==> src/shared/iparb_params.svh <==
// Constants of the interrupt acknowledge arbitration block.
// Assumes inclusion by its bare name from the package and design files.
`ifndef IPARB_PARAMS_SVH
`define IPARB_PARAMS_SVH

// Sizes
`define IPARB_NUM_MODULES      4
`define IPARB_LEVEL_W          3
`define IPARB_FIELD_W          4
`define IPARB_VECTOR_W         8
`define IPARB_ADDR_W           24
`define IPARB_ADDR_HI_W        20
`define IPARB_FC_W             3
`define IPARB_CFG_IDX_W        4

// Acknowledge cycle encoding
`define IPARB_FC_CPU_SPACE     3'h7
`define IPARB_ADDR_IACK_HI     20'hF_FFFF
`define IPARB_ADDR_IACK_LSB    1'h1

// Arbitration field values
`define IPARB_FIELD_SIU_RST    4'hF
`define IPARB_FIELD_OTHER_RST  4'h0
`define IPARB_FIELD_SPURIOUS   4'h0
`define IPARB_SIU_INDEX        0

// Levels
`define IPARB_NO_REQUEST       3'h0
`define IPARB_MASK_RST         3'h7

// Timing
`define IPARB_CLK_PERIOD_NS    10
`define IPARB_ACK_TIMEOUT_NS   1280
`define IPARB_ACK_TIMEOUT_CYC  (`IPARB_ACK_TIMEOUT_NS / `IPARB_CLK_PERIOD_NS)
`define IPARB_CONTEND_STEPS    4

`endif

==> src/shared/iparb_pkg.sv <==
// Types shared by the arbitration block and its surroundings.
// Assumes the constants header is on the include path.
`include "iparb_params.svh"

package iparb_pkg;

	typedef enum logic [1:0] {
		IPARB_IDLE,
		IPARB_ARB,
		IPARB_EXT
	} iparb_phase_t;

	// Address side of the acknowledge cycle
	typedef struct packed {
		logic [`IPARB_FC_W-1:0]   fc;
		logic [`IPARB_ADDR_W-1:0] addr;
	} iparb_ack_bus_t;

	// Arbitration field write from configuration logic
	typedef struct packed {
		logic                       en;
		logic [`IPARB_CFG_IDX_W-1:0] idx;
		logic [`IPARB_FIELD_W-1:0]   field;
	} iparb_cfg_wr_t;

endpackage

==> src/design/iparb_arbiter.sv <==
// Interrupt acknowledge arbitration: level decode, contention, vector and
// external hand-off. Assumes requesters and the core run on core_clk;
// external termination arrives on a pin from outside the clock domain.
// Behaviour
// - Latch acknowledged level and mask interrupts at or below that level while processing.
// - Requesters take part only when their pending level equals acknowledged level.
// - Same-level requests resolved by bit-serial contention of arbitration fields.
// - Each requester, system unit included, holds a 4-bit field, 1 low to 15 high.
// - A recognised requester with field zero yields a spurious exception.
// - The system unit's field stands for all external requests.
// - Reset loads 15 into the system unit field, zero into the others.
// - Contention runs on every acknowledge, even with one requester.
// - External acknowledge cycle runs only when the system unit wins.
// - No contender: bus error ends the cycle, spurious exception follows.
// - The winner supplies the vector number and ends the cycle.
// - External device answering too late yields a spurious exception.
// - Timer requests win over external requests of the same level.
// - Acknowledge drives function code 7, ones around the level on address.
`timescale 1ns/1ps
`default_nettype none
`include "iparb_params.svh"

module iparb_arbiter #(
	parameter int NUM_MODULES    = `IPARB_NUM_MODULES,
	parameter int TIMEOUT_CYCLES = `IPARB_ACK_TIMEOUT_CYC
) (
	// Clock and reset
	input  wire logic                                        core_clk,
	input  wire logic                                        rst,
	// Acknowledge request from the core
	input  wire logic                                        ackStart,
	input  wire logic [`IPARB_LEVEL_W-1:0]                   ackLevel,
	// Acknowledge cycle outputs
	output var  iparb_pkg::iparb_ack_bus_t                   ackBus,
	output logic                                             cycleActive,
	output logic                                             ackDone,
	output logic [`IPARB_VECTOR_W-1:0]                       ackVector,
	output logic                                             spurious,
	output logic                                             busError,
	// Masking toward the core
	output logic [`IPARB_LEVEL_W-1:0]                        maskLevel,
	output logic                                             coreIrq,
	// Requesting modules, index 0 is the system unit
	input  wire logic [NUM_MODULES-1:0][`IPARB_LEVEL_W-1:0]  reqLevel,
	input  wire logic [NUM_MODULES-1:0][`IPARB_VECTOR_W-1:0] reqVector,
	input  wire logic [`IPARB_LEVEL_W-1:0]                   timerLevel,
	input  wire logic [`IPARB_VECTOR_W-1:0]                  timerVector,
	// Arbitration field configuration
	input  wire iparb_pkg::iparb_cfg_wr_t                    cfgWr,
	output logic [NUM_MODULES-1:0][`IPARB_FIELD_W-1:0]       arbField,
	// External bus
	output logic                                             extCycle,
	input  wire logic                                        extTermPin,
	input  wire logic [`IPARB_VECTOR_W-1:0]                  extDataPin
);
	import iparb_pkg::*;

	localparam int TW = $clog2(TIMEOUT_CYCLES + 1);
	localparam int IW = (NUM_MODULES > 1) ? $clog2(NUM_MODULES) : 1;
	localparam logic [NUM_MODULES-1:0][`IPARB_FIELD_W-1:0] FIELD_RST =
		{{(NUM_MODULES - 1){`IPARB_FIELD_OTHER_RST}}, `IPARB_FIELD_SIU_RST};

	typedef struct packed {
		iparb_phase_t                              phase;
		logic [`IPARB_LEVEL_W-1:0]                 level;
		logic [`IPARB_LEVEL_W-1:0]                 mask;
		logic [NUM_MODULES-1:0][`IPARB_FIELD_W-1:0] field;
		logic [2:0]                                termSync;
		logic [TW-1:0]                             timer;
		logic [`IPARB_VECTOR_W-1:0]                vector;
		logic                                      start;
		logic                                      done;
		logic                                      spur;
		logic                                      berr;
		logic                                      ext;
		iparb_ack_bus_t                            bus;
	} iparb_core_t;

	iparb_core_t st;
	iparb_core_t next_st;
	logic [NUM_MODULES-1:0] active;
	logic [NUM_MODULES-1:0] arbWinner;
	logic                   arbDone;
	logic [IW-1:0]          winIdx;
	logic                   termSeen;
	logic                   timerHit;
	logic [`IPARB_LEVEL_W-1:0] pendMax;

	// Pending request matches the acknowledged level
	function automatic logic levelMatch(input logic [`IPARB_LEVEL_W-1:0] req,
			input logic [`IPARB_LEVEL_W-1:0] lvl);
		levelMatch = (req != `IPARB_NO_REQUEST) && (req == lvl);
	endfunction

	// Lowest index among equal winners
	function automatic logic [IW-1:0] firstWinner(input logic [NUM_MODULES-1:0] w);
		firstWinner = '0;
		for (int m = NUM_MODULES - 1; m >= 0; m--) begin
			if (w[m]) begin
				firstWinner = IW'(m);
			end
		end
	endfunction

	assign timerHit = levelMatch(timerLevel, st.level);

	// Contender set for the acknowledged level
	for (genvar m = 0; m < NUM_MODULES; m++) begin : g_active
		if (m == `IPARB_SIU_INDEX) begin : g_siu
			assign active[m] = levelMatch(reqLevel[m], st.level) || timerHit;
		end else begin : g_mod
			assign active[m] = levelMatch(reqLevel[m], st.level);
		end
	end

	iparb_contend #(
		.NUM_MODULES (NUM_MODULES)
	) u_contend (
		.core_clk (core_clk),
		.rst      (rst),
		.start    (st.start),
		.active   (active),
		.field    (st.field),
		.done     (arbDone),
		.winner   (arbWinner)
	);

	assign winIdx = firstWinner(arbWinner);
	assign termSeen = st.termSync[1] & st.termSync[2];

	always_comb begin
		next_st = st;
		next_st.start = 1'b0;
		next_st.done = 1'b0;
		next_st.spur = 1'b0;
		next_st.berr = 1'b0;
		next_st.termSync = {st.termSync[1:0], extTermPin};
		if (cfgWr.en && int'(cfgWr.idx) < NUM_MODULES) begin
			next_st.field[cfgWr.idx] = cfgWr.field;
		end
		unique case (st.phase)
			IPARB_IDLE: begin
				if (ackStart) begin
					next_st.phase = IPARB_ARB;
					next_st.level = ackLevel;
					next_st.mask = ackLevel;
					next_st.start = 1'b1;
					next_st.bus.fc = `IPARB_FC_CPU_SPACE;
					next_st.bus.addr = {`IPARB_ADDR_IACK_HI, ackLevel, `IPARB_ADDR_IACK_LSB};
				end
			end
			IPARB_ARB: begin
				if (arbDone) begin
					next_st.phase = IPARB_IDLE;
					if (arbWinner == '0) begin
						next_st.berr = 1'b1;
						next_st.spur = 1'b1;
					end else if (st.field[winIdx] == `IPARB_FIELD_SPURIOUS) begin
						next_st.spur = 1'b1;
					end else if (int'(winIdx) != `IPARB_SIU_INDEX) begin
						next_st.vector = reqVector[winIdx];
						next_st.done = 1'b1;
					end else if (timerHit) begin
						next_st.vector = timerVector;
						next_st.done = 1'b1;
					end else begin
						next_st.phase = IPARB_EXT;
						next_st.ext = 1'b1;
						next_st.timer = TW'(TIMEOUT_CYCLES);
					end
				end
			end
			IPARB_EXT: begin
				if (termSeen) begin
					next_st.vector = extDataPin;
					next_st.done = 1'b1;
					next_st.ext = 1'b0;
					next_st.phase = IPARB_IDLE;
				end else if (st.timer <= TW'(1)) begin
					next_st.spur = 1'b1;
					next_st.ext = 1'b0;
					next_st.phase = IPARB_IDLE;
				end else begin
					next_st.timer = st.timer - TW'(1);
				end
			end
		endcase
	end

	always_ff @(posedge core_clk) begin
		if (rst) begin
			st <= '0;
			st.phase <= IPARB_IDLE;
			st.field <= FIELD_RST;
			st.mask <= `IPARB_MASK_RST;
		end else begin
			st <= next_st;
		end
	end

	// Highest pending level against the latched mask
	always_comb begin
		pendMax = timerLevel;
		for (int m = 0; m < NUM_MODULES; m++) begin
			if (reqLevel[m] > pendMax) begin
				pendMax = reqLevel[m];
			end
		end
	end
	assign coreIrq = pendMax > st.mask;

	assign ackBus = st.bus;
	assign cycleActive = st.phase != IPARB_IDLE;
	assign ackDone = st.done;
	assign ackVector = st.vector;
	assign spurious = st.spur;
	assign busError = st.berr;
	assign maskLevel = st.mask;
	assign arbField = st.field;
	assign extCycle = st.ext;
endmodule

`default_nettype wire

==> src/design/iparb_contend.sv <==
// Bit-serial contention among arbitration fields, most significant bit first.
// Assumes start is a one-cycle pulse from logic on core_clk.
`timescale 1ns/1ps
`default_nettype none
`include "iparb_params.svh"

module iparb_contend #(
	parameter int NUM_MODULES = `IPARB_NUM_MODULES
) (
	// Clock and reset
	input  wire logic                                      core_clk,
	input  wire logic                                      rst,
	// Contention request
	input  wire logic                                      start,
	input  wire logic [NUM_MODULES-1:0]                    active,
	input  wire logic [NUM_MODULES-1:0][`IPARB_FIELD_W-1:0] field,
	// Result
	output logic                                           done,
	output logic [NUM_MODULES-1:0]                         winner
);
	import iparb_pkg::*;

	typedef struct packed {
		logic [NUM_MODULES-1:0] alive;
		logic [1:0]             bitIdx;
		logic                   busy;
		logic                   done;
		logic [NUM_MODULES-1:0] winner;
	} iparb_cont_t;

	iparb_cont_t st;
	iparb_cont_t next_st;
	logic [`IPARB_FIELD_W-1:0][NUM_MODULES-1:0] column;
	logic [NUM_MODULES-1:0] stepBits;
	logic [NUM_MODULES-1:0] survivors;

	// Bit columns of all fields
	for (genvar b = 0; b < `IPARB_FIELD_W; b++) begin : g_col
		for (genvar m = 0; m < NUM_MODULES; m++) begin : g_mod
			assign column[b][m] = field[m][b];
		end
	end

	// A one on the wired line knocks out every zero
	assign stepBits = st.alive & column[st.bitIdx];
	assign survivors = (|stepBits) ? stepBits : st.alive;

	always_comb begin
		next_st = st;
		next_st.done = 1'b0;
		if (start && !st.busy) begin
			next_st.alive = active;
			next_st.bitIdx = 2'(`IPARB_FIELD_W - 1);
			next_st.busy = 1'b1;
		end else if (st.busy) begin
			next_st.alive = survivors;
			next_st.bitIdx = st.bitIdx - 2'h1;
			if (st.bitIdx == 2'h0) begin
				next_st.busy = 1'b0;
				next_st.done = 1'b1;
				next_st.winner = survivors;
			end
		end
	end

	always_ff @(posedge core_clk) begin
		if (rst) begin
			st <= '0;
		end else begin
			st <= next_st;
		end
	end

	assign done = st.done;
	assign winner = st.winner;

	// Helper: largest field among the contenders, caught at start
	logic [`IPARB_FIELD_W-1:0] maxAtStart;
	logic [`IPARB_FIELD_W-1:0] maxNow;
	logic                      winnersOk;
	always_comb begin
		maxNow = '0;
		winnersOk = 1'b1;
		for (int m = 0; m < NUM_MODULES; m++) begin
			if (active[m] && field[m] > maxNow) begin
				maxNow = field[m];
			end
			if (st.winner[m] && field[m] != maxAtStart) begin
				winnersOk = 1'b0;
			end
		end
	end
	always_ff @(posedge core_clk) begin
		if (rst) begin
			maxAtStart <= '0;
		end else if (start && !st.busy) begin
			maxAtStart <= maxNow;
		end
	end
endmodule

`default_nettype wire

==> config.mk <==
export PLATFORM = sky130hd
export DESIGN_NAME = iparb_arbiter
export DESIGN_NICKNAME = d
export VERILOG_FILES = /design/src/shared/iparb_pkg.sv /design/src/design/iparb_arbiter.sv /design/src/design/iparb_contend.sv
export VERILOG_INCLUDE_DIRS = /design/src /design/src/shared
export SDC_FILE = /design/constraint.sdc
export NUM_CORES = 1
export LEC_CHECK = 0
export ABC_AREA = 1
export BUFFER_PORTS_ARGS = -buffer_cell sky130_fd_sc_hd__buf_2
export CORE_UTILIZATION = 45
export DETAILED_ROUTE_END_ITERATION = 12
export GPL_TIMING_DRIVEN = 0
export MAX_ROUTING_LAYER = met4
export PLACE_DENSITY = 0.83
export SLEW_MARGIN = 25
export SYNTH_ARGS = -nofsm -noshare
export SYNTH_HDL_FRONTEND = slang
export SYNTH_HIERARCHICAL = 1
export SYNTH_SLANG_ARGS = --single-unit
==> constraint.sdc <==
create_clock -name core_clk -period 6.2 [get_ports core_clk]
set_input_delay 1.24 -clock core_clk [delete_from_list [all_inputs] [get_ports core_clk]]
set_output_delay 1.24 -clock core_clk [all_outputs]
set_load 0.02 [all_outputs]
======== Word-level counts from Yosys, hierarchy flattened ========
Cells that the tools add are included.
operators by class
  add/sub/neg operators ................... 2
  reductions and logical operators ........ 33
  multiply operators ...................... 0
  equal/unequal tests ..................... 18
  divide/modulo/power cells ............... 0
  bitwise gates (word level) .............. 7
  $lt $le $gt $ge ......................... 11
  mux-type cells .......................... 61
  shift operators ......................... 0
operators by type and width
  operator             count
  $mux 8               9
  $mux 16              3
  $pmux 16 s2          1
  $mux 2               11
  $mux 4               5
  $mux 1               17
  $bmux 4 s2           2
  $bmux 8 s2           1
  $bwmux 16            1
  $ne 2x2->1 const B   8
  $eq 3x3->1           5
  $gt 3x3->1           5
  $reduce_bool 3->1    5
  $mux 12              1
  $mux 3               4
  $demux 4 s2          1
  $le 8x1->1 const B   1
  $logic_and 1x1->1    8
  $logic_not 4->1      2
  $lt 4x3->1 const B   2
  $reduce_and 8->1     1
  $reduce_bool 2->1    4
  $sub 8x1->8 const B  1
  $mux 7               1
  24 further kinds     33
storage, ports and cells
  register bits ........................... 66
  input bits .............................. 79
  latch bits .............................. 0
  output and inout bits ................... 60
  logic and storage cells ................. 154
  memories kept ........................... 0
  ROM bits ................................ 0
  bits in writable memories ............... 0

======== Depth between registers and ports, before layout ========
Gate-level depths: netlist (run 1).
  word-level depth ........................ 11
  mapped depth ............................ 33
  mapped depth without buffers ............ 33

======== By module ========
The synthesis (run 1) kept the hierarchy.
modules (own cells, without submodules)
  module         area each (um2)  cells an instance  times used  seq. area each (um2)
  iparb_arbiter  4,037.6          663                1           980.9
  iparb_contend  760.7            125                1           240.2

======== Worst setup path after synthesis (run 1) ========
Ideal clock, no wire load.
  path type ............................... input port to output port
  start point ............................. input timerLevel[2]
  end point ............................... output coreIrq
  arrival time ............................ 5,271 ps
  slack ................................... -311 ps
  required time ........................... 4,960 ps
  cell stages on the path ................. 30
  path buffers ............................ 0
  cells stage by stage .................... inv_1 -> ha_1 -> a21oi_1 -> nand2_1 -> nand2_1 -> o21ai_0 -> ha_1 -> nand2_1 -> o21ai_0 -> nand2_1 -> o21ai_0 -> inv_1 -> ha_1 -> nand2_1 -> nor2_1 -> nor2_1 -> nand2_1 -> inv_1 -> or2_2 -> nand2_1 -> ha_1 -> a21oi_1 -> o21ai_0 -> o21ai_0 -> inv_1 -> nand2_1 -> nand2_1 -> ha_1 -> nand3b_1 -> a32oi_1
between the ends
  longest elaborated chain between the ends .. 9
ends and longest elaborated chain
  element          RTL line              source
  start, declared  iparb_arbiter.sv:46   input wire logic [`IPARB_LEVEL_W-1:0] timerLevel,
  $gt 3x3->1       iparb_arbiter.sv:205  if (reqLevel[m] > pendMax) begin
  $mux 3 (*)       iparb_arbiter.sv:205
  $gt 3x3->1       iparb_arbiter.sv:205
  $mux 3 (*)       iparb_arbiter.sv:205
  $gt 3x3->1       iparb_arbiter.sv:205
  $mux 3 (*)       iparb_arbiter.sv:205
  $gt 3x3->1       iparb_arbiter.sv:205
  $mux 3 (*)       iparb_arbiter.sv:205
  $gt 3x3->1 (*)   iparb_arbiter.sv:210  assign coreIrq = pendMax > st.mask;
  end, declared    iparb_arbiter.sv:42   output logic coreIrq,
Every way passes the cells marked *; elsewhere a longest branch is shown, timed or not.

======== Worst setup path after layout (run 1) ========
  start point ............................. input reqLevel[2] (netlist name)
  end point ............................... output coreIrq
between the ends
  longest elaborated chain between the ends .. 9
ends and longest elaborated chain
  element          RTL line              source
  start, declared  iparb_arbiter.sv:44   input wire logic [NUM_MODULES-1:0][`IPARB_LEVEL_W-1:0] reqLevel,
  $gt 3x3->1       iparb_arbiter.sv:205
  $mux 3 (*)       iparb_arbiter.sv:205
  $gt 3x3->1       iparb_arbiter.sv:205
  $mux 3 (*)       iparb_arbiter.sv:205
  $gt 3x3->1       iparb_arbiter.sv:205
  $mux 3 (*)       iparb_arbiter.sv:205
  $gt 3x3->1       iparb_arbiter.sv:205
  $mux 3 (*)       iparb_arbiter.sv:205
  $gt 3x3->1 (*)   iparb_arbiter.sv:210
Marks and branches as above.

==> results of run 1 <==
==> kinds of logic (layout without fill, tap and decap cells) <==
group / count (synthesis) / after routing / synth area share
xor gates and xnor gates: 5 / 5 / 0.00913
DFF: 61 / 61 / 0.254
buffers and inverters: 198 / 356 / 0.211
AOI/OAI and AO/OA: 75 / 75 / 0.0876
adders and majority gates: 21 / 21 / 0.0548
and+or+nand+nor: 428 / 428 / 0.383
==> cells in the mapped netlist (all sizes together) <==
master	number
a2111oi	1
a211oi	3
a21oi	33
a221oi	1
a32oi	1
and2	1
buf	71
clkbuf	7
dfxtp	61
ha	21
inv	120
nand2	216
nand3	100
nand3b	3
nand4	5
nor2	95
nor3	2
nor3b	1
nor4	3
o211ai	4
o21a	1
o21ai	30
o31ai	1
or2	2
xor2	5
==> sequential cells by signal (all words and copies together) (netlist names) <==
| name | count |
|---|---|
| arbField | 16 |
| spurious | 1 |
| u_contend/st | 7 |
| u_contend/done | 1 |
| u_contend/winner | 4 |
| next_st | 2 |
| busError | 1 |
| maskLevel | 3 |
| st | 14 |
| ackDone | 1 |
| ackVector | 8 |
| extCycle | 1 |
| ackBus | 2 |
==> worst max-delay path, delay by kind of cell <==
kind | cells | cell delay, ns
buffers and inverters | 5 | 0.48
and+or+nand+nor | 16 | 1.56
adders and majority gates | 5 | 1.31
AOI/OAI and AO/OA | 6 | 0.82
==> worst max-delay path by stage <==
stage / start / to
6_report: reqLevel[2] / coreIrq
5_1_grt: timerLevel[2] / coreIrq
4_1_cts: timerLevel[2] / coreIrq
3_5_place_dp: timerLevel[2] / coreIrq
3_3_place_gp: timerLevel[2] / coreIrq
2_1_floorplan: timerLevel[2] / coreIrq
==> cells in the final DEF (no fill, tap or decap), drive strengths merged <==
| master | Yosys | final |
|---|---|---|
| nand2 | 216 | 216 |
| buf | 71 | 216 |
| inv | 120 | 120 |
| nand3 | 100 | 100 |
| nor2 | 95 | 95 |
| dfxtp | 61 | 61 |
| a21oi | 33 | 33 |
| o21ai | 30 | 30 |
| ha | 21 | 21 |
| clkbuf | 7 | 17 |
| xor2 | 5 | 5 |
| nand4 | 5 | 5 |
| o211ai | 4 | 4 |
| nand3b | 3 | 3 |
| a211oi | 3 | 3 |
| nor4 | 3 | 3 |
| clkinv | 0 | 3 |
| nor3 | 2 | 2 |
| or2 | 2 | 2 |
| o31ai | 1 | 1 |
| a32oi | 1 | 1 |
| a2111oi | 1 | 1 |
| and2 | 1 | 1 |
| o21a | 1 | 1 |
| nor3b | 1 | 1 |
| a221oi | 1 | 1 |
==> power by group through the flow <==
stage / Clock, mW / Sequential, mW / Combinational [mW]
2_1_floorplan: 0 / 0.436 / 0.348
3_3_place_gp: 0 / 0.440 / 0.456
3_5_place_dp: 0 / 0.440 / 0.466
4_1_cts: 0.296 / 0.432 / 0.506
5_1_grt: 0.313 / 0.435 / 0.654
6_report: 0.286 / 0.432 / 0.599
==> area by class of cell <==
class	instances	share of cell area
timing repair buffer	145	0.127
clock inverter	3	0.00242
tap	136	0.0274
inverter	120	0.0753
sequential	61	0.197
multi-input combinational	529	0.460
buffer	78	0.0890
clock buffer	10	0.0222
==> routing by layer <==
| layer | up-vias | track usage | part of all wire |
|---|---|---|---|
| met5 | - | - | 0 |
| met4 | 0 | 0.0926 | 0.025 |
| met3 | 29 | 0.0451 | 0.076 |
| met2 | 221 | 0.408 | 0.47 |
| met1 | 2296 | 0.276 | 0.43 |
| li1 | 2722 | - | - |
==> stage by stage <==
| step | utilization | worst slack (ns) |
|---|---|---|
| 3_3_place_gp | 0.555 | -0.443 |
| 5_1_grt | 0.602 | -0.609 |
| 6_report | 0.602 | -0.440 |
| 2_1_floorplan | - | 0.0135 |
| 4_1_cts | 0.585 | -0.235 |
| 3_5_place_dp | 0.555 | -0.565 |
==> timing repair <==
action / CTS / global route
buffers inserted: 3 / 4
resized for setup: 33 / 32
pin swaps: 26 / 27
endpoints found under the setup margin: 1 / 1
==> summary.txt, run 1 <==
Crit Path Class: in2out
Reg2Reg Depth: 14
row cnt: 37
Clock Power Share: 0.217
WL per Instance: 12.1 um
CP peak stage delay: 0.28 ns
dpl cell area: 0.00573 mm2
Mapped Nets: 888
hold crit path type: reg2reg
main area contributors after synthesis: dfxtp_1, nand2_1, nand3_1
P_int: 0.816 mW
final hold viol count: 0
worst hold slack: 0.410 ns
fin crit share: 1.07
clk slew on worst S/H paths: 0.06 ns
Setup TNS: -0.440 ns
DP HPWL: 9.51 mm
dpl cells: 1062
PwrDens: 212 mW/mm2
first-pass GRT wire length: 21.0 mm
clk root buf: clkbuf_8
CTS Buffer Depth: 2
Core Area: 0.0103 mm2
Worst-Skew Late Latency: 0.33 ns
Sequential Area: 0.00122 mm2
Yosys cell types: 38
Setup violations, final: 1
cell area after layout: 0.00621 mm2
drt first pass iters: 5
via count: 5268
Hold EP: next_st[50]
max-cap check violation count: 0
min-delay src: next_st[49]
LEAKAGE: 3.34 nW
initial antenna violation count: 0
largest net degree at the start of global routing: 26
area occupied by multi-input gates: 0.00286 mm2
Non-Filler Instances: 1082
status: complete, but fails checks
Yosys warning total: 6
Ports: 139
Switching Share: 0.380
Yosys top cell by area: dfxtp_1
Slew headroom: 0.508
drt total wl: 13.1 mm
CTS Sinks: 61
GRT Total Usage: 0.239
sequential share of power: 0.328
Least-Margin Pin Slew: 0.737 ns
1st-iter DRT viols: 391
RSZ-0062 raised after global routing: true
WP data arrival: 5.40 ns
share of layout cells above drive strength 1: 0.320
startpoint types: primary input
PnR Total Power: 1.32 mW
Mean Syn Cell Area: 6.09 um2
peak supply drop: 0.208 mV
vias per cell: 4.87
Worst Clk Skew: 0.00855 ns
vias in the first global route: 4823
gpl congestion: 0.965
Slowest cell on crit path: ha_4
Routed Antenna Nets: 0
drt drc: 0
Max Freq: 151 MHz
crit-path max FO: 5
nets@finish: 1044
full die area: 0.0111 mm2
Comb power frac: 0.454
post-route worst setup slack: -0.440 ns
Initial Utilization: 0.465
Slew Viols, Final: 0
Final min period: 6.64 ns
RR Endpoint: st[42]
Post-Syn Instances: 788
H-tree depth: 3
sequential area share after synthesis: 0.254
cts hold-fix bufs: 0
Die Span Y: 105 um
clock tree from TritonCTS: built
P_sw: 0.501 mW
Die W: 105 um
Worst EP required: 4.96 ns
area grow syn2layout: 29.4%
WHS Path Cells: 2
# fillers: 972
internal reg-to-reg setup slack: 4.29 ns
PortBufs: 138
worst flop-to-flop path startpoint: st[74]
Worst Setup End Kind: primary output
Overflow after GRT: 0
Mapped Area: 0.00480 mm2
failing checks: setup timing
top-area cell type share of the netlist area: 0.254
CTS buffer count: 9
flops & latches, synth: 61
# diodes: 0
No activity file was read; power rests on OpenSTA's default activity.
==> inputs of run 2 (changes only) <==
--- a/config.mk
+++ b/config.mk
@@ -11,7 +11,6 @@
 export CORE_UTILIZATION = 45
 export DETAILED_ROUTE_END_ITERATION = 12
 export GPL_TIMING_DRIVEN = 0
-export MAX_ROUTING_LAYER = met4
 export PLACE_DENSITY = 0.83
 export SLEW_MARGIN = 25
 export SYNTH_ARGS = -nofsm -noshare
==> run 2 against run 1 <==
Against the previous run:
- the flow still finishes with violations (setup timing)
- sequential power barely moved
- register-to-register slack got worse by 0.03 ns
- clock skew fell by 0.0014 ns
- power rose by 9.6%
- global-route usage rose by 0.098 points
- critical endpoint unchanged
- critical path depth fell by 1
==> summary.txt, run 2 (synthesized netlist as in run 1, its figures left out) <==
DP HPWL: 9.45 mm
Crit Path Class: in2out
H-tree depth: 3
startpoint types: primary input
dpl ws: -0.523 ns
gpl congestion: 0.927
Worst-Skew Late Latency: 0.34 ns
failing checks: setup timing
max reg flops: 16
WP data arrival: 5.40 ns
LEAKAGE: 3.39 nW
RSZ-0062 raised after global routing: true
# diodes: 0
status: complete, but fails checks
hold crit path type: reg2reg
WL per Instance: 12.0 um
final hold viol count: 0
CTS Buffer Depth: 2
largest net degree at the start of global routing: 26
Ports: 139
share of layout cells above drive strength 1: 0.322
met3 Resource Use GR: 0.0464
CP peak stage delay: 0.32 ns
fin crit share: 1.07
CP bufs+invs: 4
Routed Antenna Nets: 0
cts hold-fix bufs: 0
Initial Utilization: 0.465
drt first pass iters: 5
CTS buffer count: 9
most frequent cells in the layout: nand2_1, buf_2, inv_1, nor2_1, nand3_1
clk slew on worst S/H paths: 0.06 ns
clk root buf: clkbuf_8
vias per cell: 4.85
crit-path max FO: 5
Slew headroom: 0.520
Core Util, Final: 0.612
vias in the first global route: 4947
via count: 5270
Worst Setup End Kind: primary output
M2 GR Usage: 0.407
Slowest cell on crit path: ha_1
Setup violations, final: 1
drt total wl: 13.1 mm
GRT busiest layer: met2
1st-iter DRT viols: 341
area grow syn2layout: 31.7%
Worst EP required: 4.96 ns
CTS Sinks: 61
Max Freq: 151 MHz
Die W: 105 um
M1 GR Usage: 0.288
Least-Margin Pin Slew: 0.720 ns
row cnt: 37
initial antenna violation count: 0
drt drc: 0
nets@finish: 1046
full die area: 0.0111 mm2
peak supply drop: 0.213 mV
PortBufs: 138
GRT Total Usage: 0.240
Overflow after GRT: 0
Final min period: 6.64 ns
CP delay by family, top: adder cells
internal reg-to-reg setup slack: 4.26 ns
max-cap check violation count: 0
post-route worst setup slack: -0.437 ns
Core Area: 0.0103 mm2
Slew Viols, Final: 0
clock tree from TritonCTS: built
first-pass GRT wire length: 21.7 mm
Worst Clk Skew: 0.00712 ns
Die Span Y: 105 um
commonest non-fill, non-tap cell in the layout: nand2_1
PwrDens: 228 mW/mm2
-- run 2: final cells by class --
type / instances / area [um2]
plain buffers: 78 / 553
clock buffers: 13 / 179
clock inverters: 3 / 65.1
fillers: 974 / 4010
inverters: 120 / 468
multi-input cells: 529 / 2860
flip-flops and latches: 61 / 1220
well taps: 136 / 170
repair buffers: 147 / 806
-- run 2: power breakdown --
group	total [mW]	internal (mW)	leakage (nW)	switching [mW]
Clock	0.424	0.270	0.126	0.155
Combinational	0.587	0.252	2.77	0.335
Sequential	0.432	0.413	0.498	0.0186
-- run 2: through the flow --
stage	instances	area [um2]	setup TNS, ns	total power [mW]	hold WS [ns]
after floorplan	788	4870	0	0.785	0.388
after global placement	1062	5730	-0.447	0.896	0.400
after detailed placement	1062	5730	-0.523	0.905	0.412
after CTS	1086	6200	-0.168	1.39	0.421
after global routing	1087	6320	-0.672	1.53	0.427
final	1087	6320	-0.437	1.44	0.411
-- run 2: layer usage --
layer,share of wire,vias up
met5,0,-
met4,0.033,0
met3,0.075,38
met2,0.47,232
met1,0.43,2269
li1,-,2731
-- run 2: timing repair --
action	4_1_cts	5_1_grt
pin swaps	25	25
setup buffers	8	1
setup endpoints to repair	1	1
gates resized for setup	42	22
-- run 2: final timing paths --
path,start,to,cells past startpoint
setup / recovery,reqLevel[2],coreIrq,31
hold / removal,next_st[49],next_st[50],2
setup reg to reg,st[74],st[42],14
hold reg to reg,next_st[49],next_st[50],2
-- run 2: tightest hold or removal path: cells and delay by family (launching register included) --
kind,cells,cell delay [ns]
buf+inv,1,0.04
simple gates,1,0.03
flops,1,0.30
